[src/shared/nvac_pkg.sv]
// constants and types shared by the non-volatile data access controller
package nvac_pkg;

    // ==========================================
    // geometry
    localparam int unsigned NVAC_DEPTH = 32;
    localparam int unsigned NVAC_DATA_W = 8;
    localparam int unsigned NVAC_ADDR_W = 5;

    // ==========================================
    // special register map (bank, offset)
    localparam logic NVAC_BANK_DIRECT = 1'b0;
    localparam logic NVAC_BANK_CTRL = 1'b1;
    localparam logic [7:0] NVAC_OFS_ADDRESS = 8'h2E;
    localparam logic [7:0] NVAC_OFS_DATA = 8'h2F;
    localparam logic [7:0] NVAC_OFS_CONTROL = 8'h40;

    // ==========================================
    // control register fields
    localparam int unsigned NVAC_BIT_WRITE_PERMIT = 3;
    localparam int unsigned NVAC_BIT_WRITE_START = 2;
    localparam int unsigned NVAC_BIT_READ_PERMIT = 1;
    localparam int unsigned NVAC_BIT_READ_START = 0;

    // ==========================================
    // reset values
    localparam logic [4:0] NVAC_RST_ADDRESS = 5'h00;
    localparam logic [7:0] NVAC_RST_DATA = 8'h00;
    localparam logic NVAC_RST_CTRL_BIT = 1'b0;

    // ==========================================
    // timing
    // read takes this many system clocks from launch to the start bit falling (at least 2)
    localparam logic [7:0] NVAC_READ_CYCLES = 8'h02;
    // default number of slow clock rising edges that a write lasts
    localparam logic [7:0] NVAC_WRITE_TICKS = 8'h04;

    // ==========================================
    // sequencer states
    typedef enum logic [2:0]
    {
        NVAC_IDLE = 3'b001,
        NVAC_READ = 3'b010,
        NVAC_WRITE = 3'b100
    } nvac_fsm_t;

endpackage

[src/verilog/nvac_ctrl.sv]
// controller giving the core byte access to the non-volatile data array
`timescale 1ns/1ps

module nvac_ctrl
#(
    parameter logic [7:0] WRITE_TICKS = nvac_pkg::NVAC_WRITE_TICKS
)
(
    input wire logic clk,
    input wire logic reset_n,
    input wire logic ce,
    input wire logic sfr_bank,
    input wire logic [7:0] sfr_addr,
    input wire logic sfr_wr,
    input wire logic sfr_rd,
    input wire logic [7:0] sfr_wdata,
    output logic [7:0] sfr_rdata,
    input wire logic slow_clk_in,
    input wire logic irq_ack,
    output logic write_done_irq_flag,
    output logic nvm_busy
);

    typedef struct packed
    {
        nvac_pkg::nvac_fsm_t st;
        logic [4:0] nvm_address;
        logic [7:0] nvm_data;
        logic write_permit;
        logic write_start;
        logic read_permit;
        logic read_start;
        logic [7:0] cnt;
        logic [7:0] rdata;
        logic irq_flag;
        logic busy;
    } nvac_ctrl_state_t;

    nvac_ctrl_state_t r;
    nvac_ctrl_state_t next_r;

    logic slow_tick;
    logic [7:0] mem_rdata;
    logic mem_wr;
    logic mem_rd;
    logic write_commit;
    logic read_commit;
    logic hit_address;
    logic hit_data;
    logic hit_control;

    // ==========================================
    // submodules
    nvac_sync u_slow_sync
    (
        .clk(clk),
        .reset_n(reset_n),
        .ce(ce),
        .async_in(slow_clk_in),
        .rise_pulse(slow_tick)
    );

    nvac_mem u_mem
    (
        .clk(clk),
        .reset_n(reset_n),
        .ce(ce),
        .wr_en(mem_wr),
        .rd_en(mem_rd),
        .addr(r.nvm_address),
        .wdata(r.nvm_data),
        .rdata(mem_rdata)
    );

    // ==========================================
    // register decode
    // direct bank decode for address and data, control bank decode for control
    assign hit_address = (sfr_bank == nvac_pkg::NVAC_BANK_DIRECT) && (sfr_addr == nvac_pkg::NVAC_OFS_ADDRESS);
    assign hit_data = (sfr_bank == nvac_pkg::NVAC_BANK_DIRECT) && (sfr_addr == nvac_pkg::NVAC_OFS_DATA);
    assign hit_control = (sfr_bank == nvac_pkg::NVAC_BANK_CTRL) && (sfr_addr == nvac_pkg::NVAC_OFS_CONTROL);

    // ==========================================
    // next state
    always_comb
    begin
        next_r = r;
        mem_wr = 1'b0;
        mem_rd = 1'b0;
        write_commit = 1'b0;
        read_commit = 1'b0;

        // read-back; unmapped locations answer zero
        if (sfr_rd)
        begin
            next_r.rdata = 8'h00;
            if (hit_address)
                next_r.rdata = {3'h0, r.nvm_address};
            if (hit_data)
                next_r.rdata = r.nvm_data;
            if (hit_control)
            begin
                next_r.rdata[nvac_pkg::NVAC_BIT_WRITE_PERMIT] = r.write_permit;
                next_r.rdata[nvac_pkg::NVAC_BIT_WRITE_START] = r.write_start;
                next_r.rdata[nvac_pkg::NVAC_BIT_READ_PERMIT] = r.read_permit;
                next_r.rdata[nvac_pkg::NVAC_BIT_READ_START] = r.read_start;
            end
        end

        if (sfr_wr && hit_address)
            next_r.nvm_address = sfr_wdata[4:0];
        if (sfr_wr && hit_data)
            next_r.nvm_data = sfr_wdata;

        if (sfr_wr && hit_control)
        begin
            next_r.write_permit = sfr_wdata[nvac_pkg::NVAC_BIT_WRITE_PERMIT];
            next_r.read_permit = sfr_wdata[nvac_pkg::NVAC_BIT_READ_PERMIT];
            // start bits belong to hardware while a cycle runs, so zeros written then are ignored
            if (r.st == nvac_pkg::NVAC_IDLE)
            begin
                if (sfr_wdata[nvac_pkg::NVAC_BIT_WRITE_START] && r.write_permit)
                begin
                    next_r.write_start = 1'b1;
                    next_r.st = nvac_pkg::NVAC_WRITE;
                    next_r.cnt = 8'h00;
                end
                else if (sfr_wdata[nvac_pkg::NVAC_BIT_READ_START] && r.read_permit)
                begin
                    next_r.read_start = 1'b1;
                    next_r.st = nvac_pkg::NVAC_READ;
                    next_r.cnt = 8'h00;
                end
            end
        end

        case (r.st)
            nvac_pkg::NVAC_IDLE:
            begin
            end
            nvac_pkg::NVAC_READ:
            begin
                if (!r.read_permit)
                begin
                    next_r.read_start = 1'b0;
                    next_r.st = nvac_pkg::NVAC_IDLE;
                end
                else
                begin
                    mem_rd = (r.cnt == 8'h00);
                    next_r.cnt = r.cnt + 8'h01;
                    if (r.cnt == nvac_pkg::NVAC_READ_CYCLES - 8'h01)
                    begin
                        read_commit = 1'b1;
                        next_r.nvm_data = mem_rdata;
                        next_r.read_start = 1'b0;
                        next_r.st = nvac_pkg::NVAC_IDLE;
                    end
                end
            end
            nvac_pkg::NVAC_WRITE:
            begin
                if (!r.write_permit)
                begin
                    next_r.write_start = 1'b0;
                    next_r.st = nvac_pkg::NVAC_IDLE;
                end
                else if (slow_tick)
                begin
                    next_r.cnt = r.cnt + 8'h01;
                    if (r.cnt == WRITE_TICKS - 8'h01)
                    begin
                        write_commit = 1'b1;
                        mem_wr = 1'b1;
                        next_r.write_start = 1'b0;
                        next_r.st = nvac_pkg::NVAC_IDLE;
                    end
                end
            end
            default:
            begin
                next_r.write_start = 1'b0;
                next_r.read_start = 1'b0;
                next_r.st = nvac_pkg::NVAC_IDLE;
            end
        endcase

        if (irq_ack)
            next_r.irq_flag = 1'b0;
        if (write_commit)
            next_r.irq_flag = 1'b1;

        next_r.busy = (next_r.st != nvac_pkg::NVAC_IDLE);
    end

    // ==========================================
    // state register
    always_ff @(posedge clk)
    begin
        if (!reset_n)
        begin
            r.st <= nvac_pkg::NVAC_IDLE;
            r.nvm_address <= nvac_pkg::NVAC_RST_ADDRESS;
            r.nvm_data <= nvac_pkg::NVAC_RST_DATA;
            r.write_permit <= nvac_pkg::NVAC_RST_CTRL_BIT;
            r.write_start <= nvac_pkg::NVAC_RST_CTRL_BIT;
            r.read_permit <= nvac_pkg::NVAC_RST_CTRL_BIT;
            r.read_start <= nvac_pkg::NVAC_RST_CTRL_BIT;
            r.cnt <= 8'h00;
            r.rdata <= 8'h00;
            r.irq_flag <= 1'b0;
            r.busy <= 1'b0;
        end
        else if (ce)
        begin
            r <= next_r;
        end
    end

    assign sfr_rdata = r.rdata;
    assign write_done_irq_flag = r.irq_flag;
    assign nvm_busy = r.busy;
endmodule

[src/verilog/nvac_sync.sv]
// three-stage synchroniser with agreement filter and rising-edge pulse
`timescale 1ns/1ps

module nvac_sync
(
    input wire logic clk,
    input wire logic reset_n,
    input wire logic ce,
    input wire logic async_in,
    output logic rise_pulse
);

    typedef struct packed
    {
        logic s1;
        logic s2;
        logic s3;
        logic level;
        logic pulse;
    } nvac_sync_state_t;

    nvac_sync_state_t r;
    nvac_sync_state_t next_r;

    // ==========================================
    // filter
    always_comb
    begin
        next_r = r;
        next_r.s1 = async_in;
        next_r.s2 = r.s1;
        next_r.s3 = r.s2;
        next_r.pulse = 1'b0;
        if (r.s2 == r.s3)
        begin
            next_r.level = r.s3;
            next_r.pulse = r.s3 & ~r.level;
        end
    end

    always_ff @(posedge clk)
    begin
        if (!reset_n)
            r <= '0;
        else if (ce)
            r <= next_r;
    end

    assign rise_pulse = r.pulse;

endmodule

[src/verilog/nvac_mem.sv]
// byte-wide storage array with registered read data
`timescale 1ns/1ps

module nvac_mem
#(
    parameter int unsigned DEPTH = nvac_pkg::NVAC_DEPTH,
    parameter int unsigned WIDTH = nvac_pkg::NVAC_DATA_W,
    parameter int unsigned AW = nvac_pkg::NVAC_ADDR_W
)
(
    input wire logic clk,
    input wire logic reset_n,
    input wire logic ce,
    input wire logic wr_en,
    input wire logic rd_en,
    input wire logic [AW-1:0] addr,
    input wire logic [WIDTH-1:0] wdata,
    output logic [WIDTH-1:0] rdata
);

    typedef struct packed
    {
        logic [DEPTH-1:0][WIDTH-1:0] cells;
        logic [WIDTH-1:0] rdata;
    } nvac_mem_state_t;

    nvac_mem_state_t r;
    nvac_mem_state_t next_r;

    // ==========================================
    // access
    always_comb
    begin
        next_r = r;
        if (wr_en)
            next_r.cells[addr] = wdata;
        if (rd_en)
            next_r.rdata = r.cells[addr];
    end

    // contents survive reset on purpose: the array models non-volatile cells
    always_ff @(posedge clk)
    begin
        if (!reset_n)
            r.rdata <= '0;
        else if (ce)
            r <= next_r;
    end

    assign rdata = r.rdata;
endmodule

[config.mk]
export PLATFORM = sky130hd
export DESIGN_NAME = nvac_ctrl
export DESIGN_NICKNAME = d
export VERILOG_FILES = /design/src/shared/nvac_pkg.sv /design/src/verilog/nvac_ctrl.sv /design/src/verilog/nvac_sync.sv /design/src/verilog/nvac_mem.sv
export SDC_FILE = /design/constraint.sdc
export NUM_CORES = 1
export LEC_CHECK = 0
export BUFFER_PORTS_ARGS = -buffer_cell sky130_fd_sc_hd__buf_2
export CAP_MARGIN = 20
export CORE_UTILIZATION = 40
export CTS_BUF_LIST = sky130_fd_sc_hd__clkbuf_8
export DETAILED_ROUTE_END_ITERATION = 6
export MAX_ROUTING_LAYER = met4
export PLACE_DENSITY = 0.6
export SYNTH_ARGS = -nofsm -noshare
export SYNTH_HDL_FRONTEND = slang
export SYNTH_SLANG_ARGS = --single-unit
[constraint.sdc]
create_clock -name clk -period 3.5 [get_ports clk]
set_clock_uncertainty 0.05 [all_clocks]
set_input_delay 0.35 -clock clk [delete_from_list [all_inputs] [get_ports clk]]
set_output_delay 0.35 -clock clk [all_outputs]
set_load 0.02 [all_outputs]
==> results.md <==
* Peak supply drop at 0.000246 V
* Number of flops mapped to enable cells by yosys at 256
* Clock Latency Late Sink at between 500 and 600 ps
* Crit path max fanout at 8
* Top cells by area, synth: edfxtp_1 (61%), dfxtp_1 (8.1%), mux4_2 (5.7%)
* DRT antenna net count at 0
* Share of the synthesized area in the top cell type at 0.608
* Max Clk Rate at roughly 0.33 GHz
* Post-Syn Nets at 861
* Vias at ~7600
* RSZ-0062 raised after global routing: no
* # rows at 64
* Initial DRC Count at 657
* Min Tclk post-route at 2990 ps
* Initial antenna violation count at 0
* Sequential share of the synthesized area at 0.689
* Final setup TNS at 0 ps
* Slew headroom at 0.470
* Synth area leader: edfxtp_1
* Status: complete, but fails checks
* Post-CTS Resized at 0
* Leakage at 0.00404 uW
* Die X at 180 um
* Vias in the first global route at 7552
* Max Cap Viol at 0
* Pre-antenna DRT Iters at 7
* RePlAce Congestion at 0.837
* Share of cells above drive strength 1 at 0.217
* Final Max Slew Viols at 0
* CP required at 3640 ps
* Hold depth at 3
* Final Hold Fails at 0
* Avg WL per Cell at about 23 um
* PwrDens at 469 nW/um^2
* Port buffer count at 33
* Syn. warnings at 0
* Core area at 30800 um^2
* IO Count at 34
* # nets final at 948
* Clock slew at reported path FFs at 60 ps
* Hold crit path type: in -> reg
* Final wirelength at 30500 um
* Largest net degree at the start of global routing at 54
* Most common cell in the netlist: edfxtp_1
* Main synth FF type: edfxtp_1
* Congestion Overflow GR at 0
* Critical Path End Type: flip-flop
* Synth Cell Area at 12600 um^2
* Ys async rst share at 0
* CTS Buf Count at 50
* Post-synthesis cell count at 834
* Clock buffer depth at 3
* First-pass GRT wire length at 46500 um
* Remaining DRCs at 3
* Hold Buf Count CTS at 9
* CTS tree: yes
* Post-CTS Setup Inserts at 0
* ANT cells at 0
* Setup crit start kind: flip-flop
* Worst Max-Slew Pin Slew at 776 ps
* Overall Power at between 6000 and 7000 uW
* Clk sinks at 307
* Synthesis-to-layout area growth at 14.3%
* Critical Path AT at 3130 ps
* Vias per cell at around 5.6
* Initial Util at 0.410
* Synth top cells by count: edfxtp_1 (256), nor2_1 (78), mux2i_1 (66)
* Setup-failing EPs final at 0
* Avg Cell Area, Syn at around 15 um^2
* H-tree depth at 2
* All-Layer GR Usage at 0.196
* Root buf cell: clkbuf_8
* Die H at 180 um
* Post-DP HPWL at 19600 um
* R2R depth at 6
* Crit path kind: reg -> reg
* Post-synth cell types at 70
* Die area at 32300 um^2
* #FFs+latches synth at 307
* Final worst path period share at 0.854
* Failing checks: design-rule violations
## worst max-delay path, cell delays in order (launching register included)
cell	delay, ps
dfxtp_1	350
or4_4	620
or2_4	280
nor4_4	260
buf_4	230
nand3_4	190
nor2_1	630
## registers in the layout, summed over array words and instances, names as in the netlist
signal / count
nvm_busy: 1
r: 28
sfr_rdata: 8
u_mem.r: 256
u_mem.rdata: 8
u_slow_sync.next_r: 2
u_slow_sync.r: 2
u_slow_sync.rise_pulse: 1
write_done_irq_flag: 1
## final cells by class
type / instances / area [um^2]
inverters: 7 / 26.3
clock inverters: 36 / 156
flip-flops and latches: 307 / 8720
repair buffers: 91 / 668
clock buffers: 54 / 743
fillers: 2661 / 16400
well taps: 396 / 495
multi-input cells: 464 / 3640
## through the flow
stage	hold slack, ps	worst slack [ps]	instances	cell area [um^2]	utilization
floorplan	382	675	834	12600	-
global placement	393	608	1255	13400	0.436
detailed placement	400	512	1256	13500	0.437
CTS	40.1	478	1355	14500	0.469
global route	65.5	366	1355	14500	0.469
finish	76.5	509	1355	14500	0.469
## placed cells by master (no fill, tap or decap), types with 5 or more instances in the layout
cell           count
a21oi_1           34
buf_4             46
inv_1             22
o221ai_1           5
buf_2             33
dlygate4sd3_1      9
o21ai_0           24
clkinv_2           6
clkbuf_8          54
nor2b_1           11
o21ai_1            5
dfxtp_1           47
nor3_1             9
o22ai_1           19
nand3_1           10
mux2_2            10
edfxtp_1         256
clkinv_1          12
or3_1              5
nand2_1           41
mux2i_1           66
mux4_2            32
and2_1             6
nor2_1            78
nand4_1            6
nand3b_1           5
## power by group
| group | total (uW) | switching, uW | internal (uW) |
|---|---|---|---|
| Clock | 2800 | 1370 | 1420 |
| Sequential | 3910 | 3.70 | 3910 |
| Combinational | 74.8 | 44.8 | 29.9 |
| Total | 6780 | 1420 | 5360 |
## routing by layer
layer	up-vias	track usage	wire length (um)
li1	3432	-	-
met1	3843	0.272	13900
met2	283	0.290	13800
met3	51	0.0373	2080
met4	0	0.0652	688
met5	-	-	0
## worst paths after layout
check	startpoint	endpoint	slack (ps)
max	r[12]	u_mem.r[194]	510
min	irq_ack	write_done_irq_flag	80
max reg2reg	r[12]	u_mem.r[194]	510
min reg2reg	sfr_rdata[5]	sfr_rdata[5]	400
## kinds of logic (layout without fill, tap and decap cells)
logic type | Yosys count | count (layout) | synth area share
compound gates | 133 | 133 | 0.0691
xor+xnor | 3 | 3 | 0.00208
fa+ha+maj | 3 | 3 | 0.00297
buf+inv | 63 | 188 | 0.0232
flops | 307 | 307 | 0.689
mux | 108 | 108 | 0.118
simple gates | 217 | 217 | 0.0960
Note: power is estimated with default switching activity, not from simulation.
